==> src/verilog/ebu_cfg.svh <==
// Constants, field positions and segment masks of the external bus unit.
`ifndef EBU_CFG_SVH
`define EBU_CFG_SVH

// Bus configuration word fields.
`define EBU_CFG_WAIT_LSB 0
`define EBU_CFG_WAIT_MSB 3
`define EBU_CFG_TRISTATE 4
`define EBU_CFG_ALE_LONG 5
`define EBU_CFG_RW_DELAY 6
`define EBU_CFG_MODE_LSB 7
`define EBU_CFG_MODE_MSB 8
`define EBU_CFG_READY_EN 9
`define EBU_CFG_WIN_EN 10

// Window range word fields: base is address bits 23..12, size code gives 4K << code.
`define EBU_RANGE_BASE_LSB 4
`define EBU_RANGE_BASE_MSB 15
`define EBU_RANGE_SIZE_LSB 0
`define EBU_RANGE_SIZE_MSB 3

// Cycles the pin samples need to cross the two-stage synchroniser before capture.
`define EBU_SYNC_CYCLES 4'h3
`define EBU_ALE_LONG_CYCLES 4'h1

// Address space codes and segment line masks.
`define EBU_SPACE_16M 2'h0
`define EBU_SPACE_1M 2'h1
`define EBU_SPACE_256K 2'h2
`define EBU_SPACE_64K 2'h3
`define EBU_SEG_MASK_16M 8'hff
`define EBU_SEG_MASK_1M 8'h0f
`define EBU_SEG_MASK_256K 8'h03
`define EBU_SEG_MASK_64K 8'h00

`endif

==> src/verilog/ebu_pkg.sv <==
// Types shared by the external bus unit modules.
package ebu_pkg;
	typedef enum logic [1:0] {
		EBU_DEMUX16 = 2'b00,
		EBU_MUX16 = 2'b01,
		EBU_MUX8 = 2'b10,
		EBU_DEMUX8 = 2'b11
	} ebu_bus_mode_e;

	typedef enum logic [2:0] {
		EBU_IDLE = 3'b000,
		EBU_ADDR = 3'b001,
		EBU_DELAY = 3'b010,
		EBU_STROBE = 3'b011,
		EBU_FINISH = 3'b100,
		EBU_RECOVER = 3'b101,
		EBU_HOLD = 3'b110
	} ebu_state_e;

	typedef logic [15:0] ebu_word_t;
endpackage

==> src/verilog/ebu_external_bus_unit.sv <==
// External bus unit: sequences off-chip accesses, chip selects and bus arbitration.
`timescale 1ns/1ps
`include "ebu_cfg.svh"
module ebu_external_bus_unit (
	input wire logic i_clk, // Core clock, 125 MHz.
	input wire logic i_reset_n, // Asynchronous reset, active low.
	input wire logic i_req, // Access request, level, held until o_ack.
	input wire logic i_wr, // Request is a write.
	input wire logic [23:0] i_addr, // Request byte address.
	input wire logic [1:0] i_byte_en, // Byte lanes, bit 0 low byte.
	input wire logic [15:0] i_wdata, // Write data.
	output logic o_ack, // One-cycle pulse when the access ends.
	output logic [15:0] o_rdata, // Read data, valid with o_ack.
	input wire logic i_single_chip, // No external accesses at all.
	input wire logic [1:0] i_addr_space, // Segment address space code.
	input wire logic [3:0][15:0] i_window_range_select, // Window range words.
	input wire logic [3:0][15:0] i_window_bus_config, // Window bus configurations.
	input wire logic [15:0] i_default_bus_config, // Default bus configuration.
	input wire logic i_unlatched_select_enable, // Chip selects follow the address.
	input wire logic i_write_strobe_mode, // Low write strobe only for low-byte writes on a 16-bit bus; 8-bit modes strobe every write.
	input wire logic i_arbitration_enable, // Hand arbitration pins to the unit.
	input wire logic i_port6_direction_bit7, // Set selects slave mode.
	input wire logic [15:0] i_mux_bus_port, // Shared bus port pin levels.
	output logic [15:0] o_mux_bus_port, // Shared bus port drive value.
	output logic [1:0] o_mux_bus_oe, // Shared bus port enables, per byte.
	output logic [15:0] o_demux_address_port, // Address port value.
	output logic o_demux_oe, // Address port enable.
	output logic [7:0] o_segment_addr, // Segment address lines 23..16.
	output logic [7:0] o_segment_oe, // Segment line enables.
	output logic o_ale, // Address latch strobe, active high.
	output logic o_rd_n, // Read strobe.
	output logic o_write_strobe_low_n, // Low write strobe.
	output logic o_write_high_n, // High-byte write strobe or byte enable.
	output logic [4:0] o_chip_select_n, // Chip selects, bit 0 default region.
	output logic o_ctrl_oe, // Enable for strobes and chip selects.
	input wire logic i_ready, // Ready pin, high lengthens the access.
	input wire logic i_hold_n, // Hold request pin.
	input wire logic i_hold_ack_n, // Hold acknowledge pin level, slave mode.
	output logic o_hold_ack_n, // Hold acknowledge drive value.
	output logic o_hold_ack_oe, // Hold acknowledge enable.
	output logic o_bus_request_out_n, // Bus request drive value.
	output logic o_bus_request_oe // Bus request enable.
);
	////////////////////////////////////////////////////////////////////////////////
	// Pin synchronisers.
	logic [1:0] ready_sync;
	logic [1:0] hold_sync;
	logic [1:0] hold_acknowledge_sync;
	logic [15:0] data_meta;
	logic [15:0] data_sync;

	always_ff @(posedge i_clk or negedge i_reset_n) begin
		if (!i_reset_n) begin
			ready_sync <= 2'h0;
			hold_sync <= 2'h3;
			hold_acknowledge_sync <= 2'h3;
			data_meta <= 16'h0000;
			data_sync <= 16'h0000;
		end else begin
			ready_sync <= {ready_sync[0], i_ready};
			hold_sync <= {hold_sync[0], i_hold_n};
			hold_acknowledge_sync <= {hold_acknowledge_sync[0], i_hold_ack_n};
			data_meta <= i_mux_bus_port;
			data_sync <= data_meta;
		end
	end

	wire ready_busy = ready_sync[1];
	wire hold_req = ~hold_sync[1];
	wire slave_mode = i_port6_direction_bit7;
	wire granted_in = ~hold_acknowledge_sync[1];

	////////////////////////////////////////////////////////////////////////////////
	// Window decode of the live request address; the access in flight keeps its captured result.
	logic [15:0] win_cfg;
	logic [4:0] win_select;

	ebu_window_decode u_decode (
		.i_addr(i_addr),
		.i_window_range_select(i_window_range_select),
		.i_window_bus_config(i_window_bus_config),
		.i_default_bus_config(i_default_bus_config),
		.o_cfg(win_cfg),
		.o_select(win_select)
	);

	////////////////////////////////////////////////////////////////////////////////
	// Access sequencer.
	ebu_pkg::ebu_state_e state;
	logic [3:0] cnt;
	logic [23:0] acc_addr;
	logic acc_wr;
	logic [1:0] acc_be;
	logic [15:0] acc_wdata;
	logic [15:0] acc_cfg;
	logic [4:0] acc_select;

	ebu_pkg::ebu_bus_mode_e acc_mode;
	assign acc_mode = ebu_pkg::ebu_bus_mode_e'(acc_cfg[`EBU_CFG_MODE_MSB:`EBU_CFG_MODE_LSB]);
	wire acc_mux = (acc_mode == ebu_pkg::EBU_MUX16) || (acc_mode == ebu_pkg::EBU_MUX8);
	wire acc_bus8 = (acc_mode == ebu_pkg::EBU_MUX8) || (acc_mode == ebu_pkg::EBU_DEMUX8);
	wire owned = slave_mode ? granted_in : (state != ebu_pkg::EBU_HOLD);
	wire in_access = (state != ebu_pkg::EBU_IDLE) && (state != ebu_pkg::EBU_HOLD);
	wire data_phase = (state == ebu_pkg::EBU_STROBE) || (state == ebu_pkg::EBU_FINISH);
	wire want_bus = i_req && !i_single_chip && !o_ack;

	always_ff @(posedge i_clk or negedge i_reset_n) begin
		if (!i_reset_n) begin
			state <= ebu_pkg::EBU_IDLE;
			cnt <= 4'h0;
			acc_addr <= 24'h000000;
			acc_wr <= 1'b0;
			acc_be <= 2'h0;
			acc_wdata <= 16'h0000;
			acc_cfg <= 16'h0000;
			acc_select <= 5'h00;
			o_ack <= 1'b0;
			o_rdata <= 16'h0000;
		end else begin
			o_ack <= 1'b0;
			unique case (state)
				ebu_pkg::EBU_IDLE: begin
					if (i_arbitration_enable && !slave_mode && hold_req) begin
						state <= ebu_pkg::EBU_HOLD;
					end else if (want_bus && owned) begin
						acc_addr <= i_addr;
						acc_wr <= i_wr;
						acc_be <= i_byte_en;
						acc_wdata <= i_wdata;
						acc_cfg <= win_cfg;
						acc_select <= win_select;
						cnt <= win_cfg[`EBU_CFG_ALE_LONG] ? `EBU_ALE_LONG_CYCLES : 4'h0;
						state <= ebu_pkg::EBU_ADDR;
					end
				end
				ebu_pkg::EBU_ADDR: begin
					if (cnt != 4'h0) begin
						cnt <= cnt - 4'h1;
					end else begin
						cnt <= acc_cfg[`EBU_CFG_WAIT_MSB:`EBU_CFG_WAIT_LSB];
						state <= acc_cfg[`EBU_CFG_RW_DELAY] ? ebu_pkg::EBU_DELAY
							: ebu_pkg::EBU_STROBE;
					end
				end
				ebu_pkg::EBU_DELAY: begin
					state <= ebu_pkg::EBU_STROBE;
				end
				ebu_pkg::EBU_STROBE: begin
					if (cnt != 4'h0) begin
						cnt <= cnt - 4'h1;
					end else if (!(acc_cfg[`EBU_CFG_READY_EN] && ready_busy)) begin
						cnt <= `EBU_SYNC_CYCLES;
						state <= ebu_pkg::EBU_FINISH;
					end
				end
				ebu_pkg::EBU_FINISH: begin
					if (cnt != 4'h0) begin
						cnt <= cnt - 4'h1;
					end else begin
						o_ack <= 1'b1;
						o_rdata <= acc_bus8 ? {data_sync[7:0], data_sync[7:0]} : data_sync;
						state <= acc_cfg[`EBU_CFG_TRISTATE] ? ebu_pkg::EBU_RECOVER
							: ebu_pkg::EBU_IDLE;
					end
				end
				ebu_pkg::EBU_RECOVER: begin
					state <= ebu_pkg::EBU_IDLE;
				end
				ebu_pkg::EBU_HOLD: begin
					if (!hold_req || !i_arbitration_enable) begin
						state <= ebu_pkg::EBU_IDLE;
					end
				end
				default: begin
					state <= ebu_pkg::EBU_IDLE;
				end
			endcase
		end
	end

	////////////////////////////////////////////////////////////////////////////////
	// Bus pins; every enable is low while reset is active.
	wire drive = owned && !i_single_chip;
	wire [7:0] byte_out = acc_be[0] ? acc_wdata[7:0] : acc_wdata[15:8];

	function automatic logic [7:0] segment_mask(input logic [1:0] space);
		unique case (space)
			`EBU_SPACE_16M: segment_mask = `EBU_SEG_MASK_16M;
			`EBU_SPACE_1M: segment_mask = `EBU_SEG_MASK_1M;
			`EBU_SPACE_256K: segment_mask = `EBU_SEG_MASK_256K;
			`EBU_SPACE_64K: segment_mask = `EBU_SEG_MASK_64K;
		endcase
	endfunction

	always_ff @(posedge i_clk or negedge i_reset_n) begin
		if (!i_reset_n) begin
			o_mux_bus_port <= 16'h0000;
			o_mux_bus_oe <= 2'h0;
			o_demux_address_port <= 16'h0000;
			o_demux_oe <= 1'b0;
			o_segment_addr <= 8'h00;
			o_segment_oe <= 8'h00;
			o_ale <= 1'b0;
			o_rd_n <= 1'b1;
			o_write_strobe_low_n <= 1'b1;
			o_write_high_n <= 1'b1;
			o_ctrl_oe <= 1'b0;
		end else begin
			o_ctrl_oe <= drive;
			o_ale <= (state == ebu_pkg::EBU_ADDR) && acc_mux;
			o_segment_addr <= acc_addr[23:16];
			o_segment_oe <= drive ? segment_mask(i_addr_space) : 8'h00;
			o_demux_address_port <= acc_addr[15:0];
			o_demux_oe <= drive && !acc_mux && in_access;
			o_rd_n <= !(data_phase && !acc_wr);
			o_write_strobe_low_n <= !(data_phase && acc_wr &&
				(!i_write_strobe_mode || acc_bus8 || acc_be[0]));
			o_write_high_n <= !(data_phase && !acc_bus8 && acc_be[1] &&
				(acc_wr || !i_write_strobe_mode));
			if (acc_mux && !data_phase && state != ebu_pkg::EBU_RECOVER) begin
				o_mux_bus_port <= acc_addr[15:0];
				o_mux_bus_oe <= (drive && in_access) ? 2'h3 : 2'h0;
			end else begin
				o_mux_bus_port <= acc_bus8 ? {8'h00, byte_out} : acc_wdata;
				o_mux_bus_oe <= (drive && data_phase && acc_wr) ?
					(acc_bus8 ? 2'h1 : 2'h3) : 2'h0;
			end
		end
	end

	// Chip selects: latched mode holds the access's select for its whole length.
	always_ff @(posedge i_clk or negedge i_reset_n) begin
		if (!i_reset_n) begin
			o_chip_select_n <= 5'h1f;
		end else if (i_unlatched_select_enable) begin
			o_chip_select_n <= in_access ? ~acc_select
				: (want_bus && drive ? ~win_select : 5'h1f);
		end else begin
			o_chip_select_n <= in_access ? ~acc_select : 5'h1f;
		end
	end

	////////////////////////////////////////////////////////////////////////////////
	// Arbitration pins.
	always_ff @(posedge i_clk or negedge i_reset_n) begin
		if (!i_reset_n) begin
			o_hold_ack_n <= 1'b1;
			o_hold_ack_oe <= 1'b0;
			o_bus_request_out_n <= 1'b1;
			o_bus_request_oe <= 1'b0;
		end else begin
			o_hold_ack_oe <= i_arbitration_enable && !slave_mode;
			o_hold_ack_n <= !(state == ebu_pkg::EBU_HOLD);
			o_bus_request_oe <= i_arbitration_enable;
			o_bus_request_out_n <= !(i_arbitration_enable && want_bus && !owned);
		end
	end

	////////////////////////////////////////////////////////////////////////////////
	// Checks.
	a_select_onehot: assert property (@(posedge i_clk) disable iff (!i_reset_n)
		$countones(~o_chip_select_n) <= 1)
		else $error("more than one chip select active");

	a_hold_floats: assert property (@(posedge i_clk) disable iff (!i_reset_n)
		(state == ebu_pkg::EBU_HOLD) |=> (o_mux_bus_oe == 2'h0) && !o_ctrl_oe && !o_demux_oe)
		else $error("bus driven while held");

	a_single_idle: assert property (@(posedge i_clk) disable iff (!i_reset_n)
		(state == ebu_pkg::EBU_IDLE) && i_single_chip |=> state != ebu_pkg::EBU_ADDR)
		else $error("external access in single-chip mode");

	a_ale_addr: assert property (@(posedge i_clk) disable iff (!i_reset_n)
		o_ale |-> $past(state) == ebu_pkg::EBU_ADDR && o_mux_bus_port == acc_addr[15:0])
		else $error("latch strobe outside address phase");

	a_ready_wait: assert property (@(posedge i_clk) disable iff (!i_reset_n)
		(state == ebu_pkg::EBU_STROBE) && cnt == 4'h0 && acc_cfg[`EBU_CFG_READY_EN] &&
		ready_busy |=> state == ebu_pkg::EBU_STROBE)
		else $error("ready high did not hold the strobe");

	a_wait_load: assert property (@(posedge i_clk) disable iff (!i_reset_n)
		(state != ebu_pkg::EBU_STROBE) ##1 (state == ebu_pkg::EBU_STROBE) |->
		cnt == acc_cfg[`EBU_CFG_WAIT_MSB:`EBU_CFG_WAIT_LSB])
		else $error("wait-state count not loaded");

	a_request_held: assert property (@(posedge i_clk) disable iff (!i_reset_n)
		i_arbitration_enable && want_bus && !owned |=> !o_bus_request_out_n)
		else $error("bus request missing while bus is away");

	a_space_64k: assert property (@(posedge i_clk) disable iff (!i_reset_n)
		i_addr_space == `EBU_SPACE_64K |=> o_segment_oe == 8'h00)
		else $error("segment line driven in 64K space");

	a_slave_input: assert property (@(posedge i_clk) disable iff (!i_reset_n)
		slave_mode |=> !o_hold_ack_oe)
		else $error("acknowledge driven in slave mode");

	a_strobe_low: assert property (@(posedge i_clk) disable iff (!i_reset_n)
		!o_write_strobe_low_n && i_write_strobe_mode && !acc_bus8 |-> acc_be[0] && acc_wr)
		else $error("low write strobe on high-byte write");
endmodule

==> src/verilog/ebu_window_decode.sv <==
// Address window decoder: picks the bus configuration and chip select of an address.
`timescale 1ns/1ps
`include "ebu_cfg.svh"
module ebu_window_decode (
	input wire logic [23:0] i_addr, // Address to decode.
	input wire logic [3:0][15:0] i_window_range_select, // Range words, windows 1..4.
	input wire logic [3:0][15:0] i_window_bus_config, // Bus configs, windows 1..4.
	input wire logic [15:0] i_default_bus_config, // Config outside all windows.
	output logic [15:0] o_cfg, // Selected bus configuration.
	output logic [4:0] o_select // One-hot region, bit 0 default.
);
	function automatic logic window_hit(input logic [23:0] addr, input logic [15:0] range);
		logic [11:0] mask;
		mask = 12'hfff << range[`EBU_RANGE_SIZE_MSB:`EBU_RANGE_SIZE_LSB];
		window_hit = ((addr[23:12] ^ range[`EBU_RANGE_BASE_MSB:`EBU_RANGE_BASE_LSB]) & mask)
			== 12'h000;
	endfunction

	logic [3:0] hit;

	genvar g;
	generate
		for (g = 0; g < 4; g++) begin : g_win
			assign hit[g] = i_window_bus_config[g][`EBU_CFG_WIN_EN] &&
				window_hit(i_addr, i_window_range_select[g]);
		end
	endgenerate

	always_comb begin
		o_cfg = i_default_bus_config;
		o_select = 5'h01;
		if (hit[3]) begin
			o_cfg = i_window_bus_config[3];
			o_select = 5'h10;
		end else if (hit[2]) begin
			o_cfg = i_window_bus_config[2];
			o_select = 5'h08;
		end else if (hit[1]) begin
			o_cfg = i_window_bus_config[1];
			o_select = 5'h04;
		end else if (hit[0]) begin
			o_cfg = i_window_bus_config[0];
			o_select = 5'h02;
		end
	end
endmodule
==> config.mk <==
export PLATFORM = sky130hd
export DESIGN_NAME = ebu_external_bus_unit
export DESIGN_NICKNAME = d
export VERILOG_FILES = /design/src/verilog/ebu_pkg.sv /design/src/verilog/ebu_external_bus_unit.sv /design/src/verilog/ebu_window_decode.sv
export VERILOG_INCLUDE_DIRS = /design/src /design/src/verilog
export SDC_FILE = /design/constraint.sdc
export NUM_CORES = 1
export LEC_CHECK = 0
export ABC_AREA = 1
export BUFFER_PORTS_ARGS = -buffer_cell sky130_fd_sc_hd__buf_2
export CORE_UTILIZATION = 35
export CTS_BUF_LIST = sky130_fd_sc_hd__clkbuf_4
export CTS_CLUSTER_SIZE = 12
export DETAILED_ROUTE_END_ITERATION = 7
export GPL_TIMING_DRIVEN = 0
export REMOVE_ABC_BUFFERS = 1
export SYNTH_ARGS = -nofsm -noshare
export SYNTH_HDL_FRONTEND = slang
export SYNTH_SLANG_ARGS = --single-unit
==> constraint.sdc <==
create_clock -name i_clk -period 5.5 [get_ports i_clk]
set_clock_uncertainty 0.1 [all_clocks]
set_input_delay 1.1 -clock i_clk [delete_from_list [all_inputs] [get_ports i_clk]]
set_output_delay 1.1 -clock i_clk [all_outputs]
set_load 0.05 [all_outputs]
==> results of run 1 <==
## flip-flops by register name, indices dropped and copies added, names as in the netlist, 3 cells and up
register and cells:
acc_addr 24, acc_cfg 9, acc_select 5, acc_wdata 16
cnt 4, data_meta 16, data_sync 16, o_chip_select_n 5
o_demux_address_port 16, o_mux_bus_port 16, o_rdata 16, o_segment_addr 8
o_segment_oe 3, state 3
## worst reg2reg max path, stage by stage, from the launching register on
cell and delay [ns]:
dfrtp_1 0.44, ha_1 0.20, nor2_1 0.98, clkinv_1 1.04, o31ai_1 0.49
## how the worst max path moves through the flow
stage                     cells after the start                        endpoint  slack (ns)              startpoint
after floorplan                              10          acc_cfg[4]$_DFFE_PN0P_        2.40    i_arbitration_enable
after global placement                        1        acc_addr[16]$_DFFE_PN0P_        0.33               i_reset_n
after detailed placement                     11          acc_cfg[8]$_DFFE_PN0P_        1.18    i_arbitration_enable
after CTS                                     9        acc_addr[12]$_DFFE_PN0P_        1.83    state[1]$_DFFE_PN0P_
after global routing                          5  o_write_strobe_low_n$_DFF_PN1_        1.75  acc_cfg[7]$_DFFE_PN0P_
final                                         4    o_mux_bus_port[13]$_DFF_PN0_        2.14  acc_cfg[7]$_DFFE_PN0P_
## routing by layer
metal | global-route usage | share of wire | vias to the layer above
li1 | - | - | 3608
met1 | 0.241 | 0.46 | 3225
met2 | 0.315 | 0.48 | 201
met3 | 0.0406 | 0.049 | 18
met4 | 0.0594 | 0.015 | 0
met5 | 0 | 0 | -
## through the flow
stage          cells  area [um2]  power [W]
3_5_place_dp    1508        9720    0.00434
3_3_place_gp    1506        9650    0.00425
4_1_cts         1540       10000    0.00511
6_report        1542       10100    0.00504
2_1_floorplan    950        7940    0.00361
5_1_grt         1542       10100    0.00542
## cells by family after synthesis
group / after synthesis / share of synthesized area
xor+xnor: 25 / 0.0269
buf+inv: 129 / 0.0685
fa+ha+maj: 3 / 0.00461
flops: 179 / 0.552
simple gates: 538 / 0.268
compound gates: 113 / 0.0800
## cells in the mapped netlist, types with 9 or more instances
master	instances
a21oi_1	24
buf_2	19
xor2_1	24
o21ai_0	48
o21ai_1	9
nor2_1	79
inv_1	82
dfstp_2	14
nand2_1	375
dfrtp_1	165
nand3_1	49
## power groups by stage
stage | Sequential [W] | Clock (W) | Combinational, W
6_report | 0.00198 | 0.000753 | 0.00231
5_1_grt | 0.00204 | 0.000842 | 0.00254
4_1_cts | 0.00199 | 0.000793 | 0.00233
3_5_place_dp | 0.00202 | 0 | 0.00232
3_3_place_gp | 0.00200 | 0 | 0.00224
2_1_floorplan | 0.00277 | 0 | 0.000838
## final cells by class
type,instances,area (um2),area share
sequential,179,4500,0.447
timing repair buffer,274,1450,0.144
clock buffer,17,128,0.0127
multi-input combinational,679,3100,0.308
antenna,1,2.50,0.000249
tap,285,357,0.0354
clock inverter,15,183,0.0182
inverter,92,345,0.0343
==> qor.txt, run 1 <==
Status - completed
Fin. Hold Viols - 0
Flop pwr share - 0.393
Crit-path max FO - 17
Fill cells - 2307
Final min period - 3.36 ns
Critical path class - reg -> reg
Number of synthesized register bits - 179
WP data required - 5.86 ns
H-tree levels - 4
Root Driver - clkbuf_4
Pre-antenna DRT Iters - 5
Worst Max-Slew Pin Slew - 1.31 ns
Reg2reg start - acc_cfg[7]$_DFFE_PN0P_
Yosys warns - 0
WHS Path Cells - 0
Total number of vias - 7052
Die W - 155 um
Ranking of synthesized cells by area - dfrtp_1, nand2_1, dfstp_2, inv_1, nor2_1
TritonCTS Buffers - 17
DRC Markers - 0
Final core occ - 0.443
CTS Hold Bufs - 0
Initial Utilization - 0.359
Yosys top cell area share - 0.507
RSZ-0062 raised after global routing - false
Area growth syn-to-layout - 23.5%
Worst path cell trace - ha_1, nor2_1, clkinv_1, o31ai_1
Largest net degree at the start of global routing - 112
Mean Syn Cell Area - 8.26 um2
Relative slew slack - 0.122
Ports - 298
Final wirelength - 21600 um
CTS tree - yes
Comb pwr share - 0.458
Switching Share - 0.482
Setup crit start kind - register
Final worst-path setup slack - 2.14 ns
Most frequent cells in the layout - nand2_1, buf_2, dfrtp_1, inv_1, nor2_1
Pre-CTS setup slack - 1.18 ns
Die area - 23900 um2
Final ANT Viol Nets - 0
Bufs on Longest Clock Path - 2
Die Ht - 155 um
Max Clk Rate - 297 MHz
R2R depth - 4
# resized after CTS - 0
GPL Wtd Cong - 0.829
Latest clock arrival within the worst-skew pair - 0.58 ns
Tcrit/Tclk final - 0.612
Dpl hpwl - 16100 um
Min-delay worst type - reg -> reg
Commonest non-fill, non-tap cell in the layout - nand2_1
Max Cap Viol - 0
Internal power - 0.00261 W
Vias per inst - 4.57
Leakage - 5.52 nW
Arr. time, crit path - 3.72 ns
Initial antenna violation count - 2
Ys flop type - dfrtp_1
Setup TNS - 0 ns
Final setup vio count - 0
Net Sw Power - 0.00243 W
Cell Pwr Density - 501 nW/um2
Critical path's slowest cell - clkinv_1
Top Family by Delay on Critical Path - buffers and inverters
R2R setup slack - 2.14 ns
Clk pwr share - 0.149
Layout net count - 1462
CORE AREA - 22700 um2
Number of global-route vias before repair - 6684
Synth unique cells - 43
TritonCTS Sinks - 179
Worst r2r dst - o_mux_bus_port[13]$_DFF_PN0_
Max IR drop VDD - 0.195 mV
DRC marker count from the first detailed-route iteration - 356
First-pass GRT wire length - 34500 um
Hold path endpoint - data_sync[0]$_DFF_PN0_
Reg clk slew, reported paths - 0.18 ns
Buf+Inv Stages, Crit Path - 1
Share of cells above drive strength 1 - 0.278
Hold path start - data_meta[0]$_DFF_PN0_
Number of synthesized flops with an enable pin - 0
IO Port Bufs - 271
WHS - 0.258 ns
Cells after synthesis - 987
CP endpoint kind - register
Mapped Area - 8150 um2
Overflow after GRT - 0
Floorplan row count - 55
GRT Overall Usage - 0.187
Sequential area share after synthesis - 0.552
Max incr delay on CP - 1.03 ns
Post-synth top area cell - dfrtp_1
WL per Instance - 14.0 um
Post-synth ARST share - 1.00
Post-CTS setup buffers - 0
Max Transition Viols Final - 0
Note: power is estimated with default switching activity, not from simulation.
==> inputs of run 2 (changes only) <==
==> constraint.sdc (replaced) <==
create_clock -name i_clk -period 2.9 [get_ports i_clk]
set_clock_uncertainty 0.1 [all_clocks]
set_input_delay 0.58 -clock i_clk [delete_from_list [all_inputs] [get_ports i_clk]]
set_output_delay 0.58 -clock i_clk [all_outputs]
set_load 0.05 [all_outputs]
==> qor.txt, run 2 (synthesis gave the netlist of run 1 again) <==
Status - completed
Area growth syn-to-layout - 26.2%
Worst Max-Slew Pin Slew - 1.09 ns
WHS - 0.0635 ns
Arr. time, crit path - 2.95 ns
Final worst-path setup slack - 0.361 ns
Root Driver - clkbuf_4
WL per Instance - 14.4 um
Setup TNS - 0 ns
TritonCTS Buffers - 17
Share of cells above drive strength 1 - 0.275
Max Clk Rate - 394 MHz
Overflow after GRT - 0
Final setup vio count - 0
Largest reg by FF count - acc_addr
WP data required - 3.31 ns
Max Transition Viols Final - 0
CTS tree - yes
RSZ-0062 raised after global routing - false
Latest clock arrival within the worst-skew pair - 0.59 ns
Sequential Area - 4500 um2
Setup crit start kind - register
Floorplan row count - 55
Tcrit/Tclk final - 0.875
Final wirelength - 22600 um
Max FFs per register - 24
Number of global-route vias before repair - 6874
Total number of vias - 7202
Die Ht - 155 um
Vias per inst - 4.60
CORE AREA - 22700 um2
Min-delay worst type - in -> reg
Pre-CTS setup slack - -0.900 ns
Fin. Hold Viols - 0
Area of the multi-input gates - 3130 um2
Final ANT Viol Nets - 0
IO Port Bufs - 271
Die W - 155 um
First-pass GRT wire length - 35900 um
Final min period - 2.54 ns
Ports - 298
Initial Utilization - 0.359
Leakage - 5.61 nW
TritonCTS Sinks - 179
Critical path class - reg -> reg
Max Cap Viol - 0
GRT Overall Usage - 0.196
DRC Markers - 0
Relative slew slack - 0.269
Bufs on Longest Clock Path - 2
Initial antenna violation count - 2
Fill cells - 2289
Cell Pwr Density - 935 nW/um2
Dpl hpwl - 16100 um
GPL Wtd Cong - 0.829
DRC marker count from the first detailed-route iteration - 347
Most frequent cells in the layout - nand2_1, buf_2, dfrtp_1, inv_1, nor2_1
Max IR drop VDD - 0.369 mV
Layout net count - 1485
Reg clk slew, reported paths - 0.18 ns
Pre-antenna DRT Iters - 4
Largest net degree at the start of global routing - 112
Crit-path max FO - 59
Die area - 23900 um2
H-tree levels - 4
Commonest non-fill, non-tap cell in the layout - nand2_1
CP endpoint kind - register
run 2: cell types whose count changed in the layout (fill, tap and decap cells not counted), sizes merged:
cell         delta
nor2            +2
dlygate4sd3    +22
buf             -1
run 2: through the flow:
stage	util	instance area [um2]	instances	total power, W
after CTS	0.452	10300	1564	0.00975
after detailed placement	0.428	9720	1508	0.00823
after global placement	0.425	9650	1506	0.00806
after global routing	0.453	10300	1565	0.0103
after floorplan	-	7940	950	0.00685
final	0.453	10300	1565	0.00962
run 2: final cells by class:
cell class | instances | share of cell area
Antenna cell | 1 | 0.000243
Timing Repair Buffer | 295 | 0.160
Sequential cell | 179 | 0.437
Multi-Input combinational cell | 681 | 0.304
Inverter | 92 | 0.0339
Clock buffer | 17 | 0.0124
Clock inverter | 15 | 0.0178
Tap cell | 285 | 0.0347
run 2: critical path, stage by stage, from the launching register on:
cell and delay (ns):
dfrtp_1 0.43, inv_2 0.14, nor2_1 0.07, nand2_2 0.11, nor2_1 0.07, a21oi_2 0.15, nand2_2 0.19, nor2_4 0.49
inv_4 0.38, a21oi_1 0.27, nand2_1 0.07
run 2: routing by layer:
metal | wire length [um] | share of wire | global-route usage
met1 | 10100 | 0.45 | 0.250
met2 | 10900 | 0.48 | 0.333
met3 | 1250 | 0.055 | 0.0420
met4 | 367 | 0.016 | 0.0594
met5 | 0 | 0 | 0
run 2: what timing repair did:
item,in CTS,in global routing
buffers inserted,0,0
setup endpoints to repair,66,11
hold endpoints to repair,118,0
pin swaps,1,0
hold buffers,22,0
resized for setup,3,1
gates cloned,2,0
run 2: final timing paths:
check	startpoint	endpoint	slack, ns	cells after the start
max	state[1]$_DFFE_PN0P_	acc_cfg[8]$_DFFE_PN0P_	0.36	10
min	i_addr_space[1]	o_segment_oe[3]$_DFF_PN0_	0.06	2
max reg2reg	state[1]$_DFFE_PN0P_	acc_cfg[8]$_DFFE_PN0P_	0.36	10
min reg2reg	data_meta[0]$_DFF_PN0_	data_sync[0]$_DFF_PN0_	0.26	0
max in group asynchronous	i_reset_n	acc_addr[20]$_DFFE_PN0P_	1.32	3
min in group asynchronous	i_reset_n	o_rdata[15]$_DFFE_PN0P_	0.52	2
run 2: power by group:
group          total [W]  internal, W  switching, W
clock            0.00143     0.000413       0.00102
sequential       0.00376      0.00338      0.000380
combinational    0.00443      0.00118       0.00326
total            0.00962      0.00497       0.00465
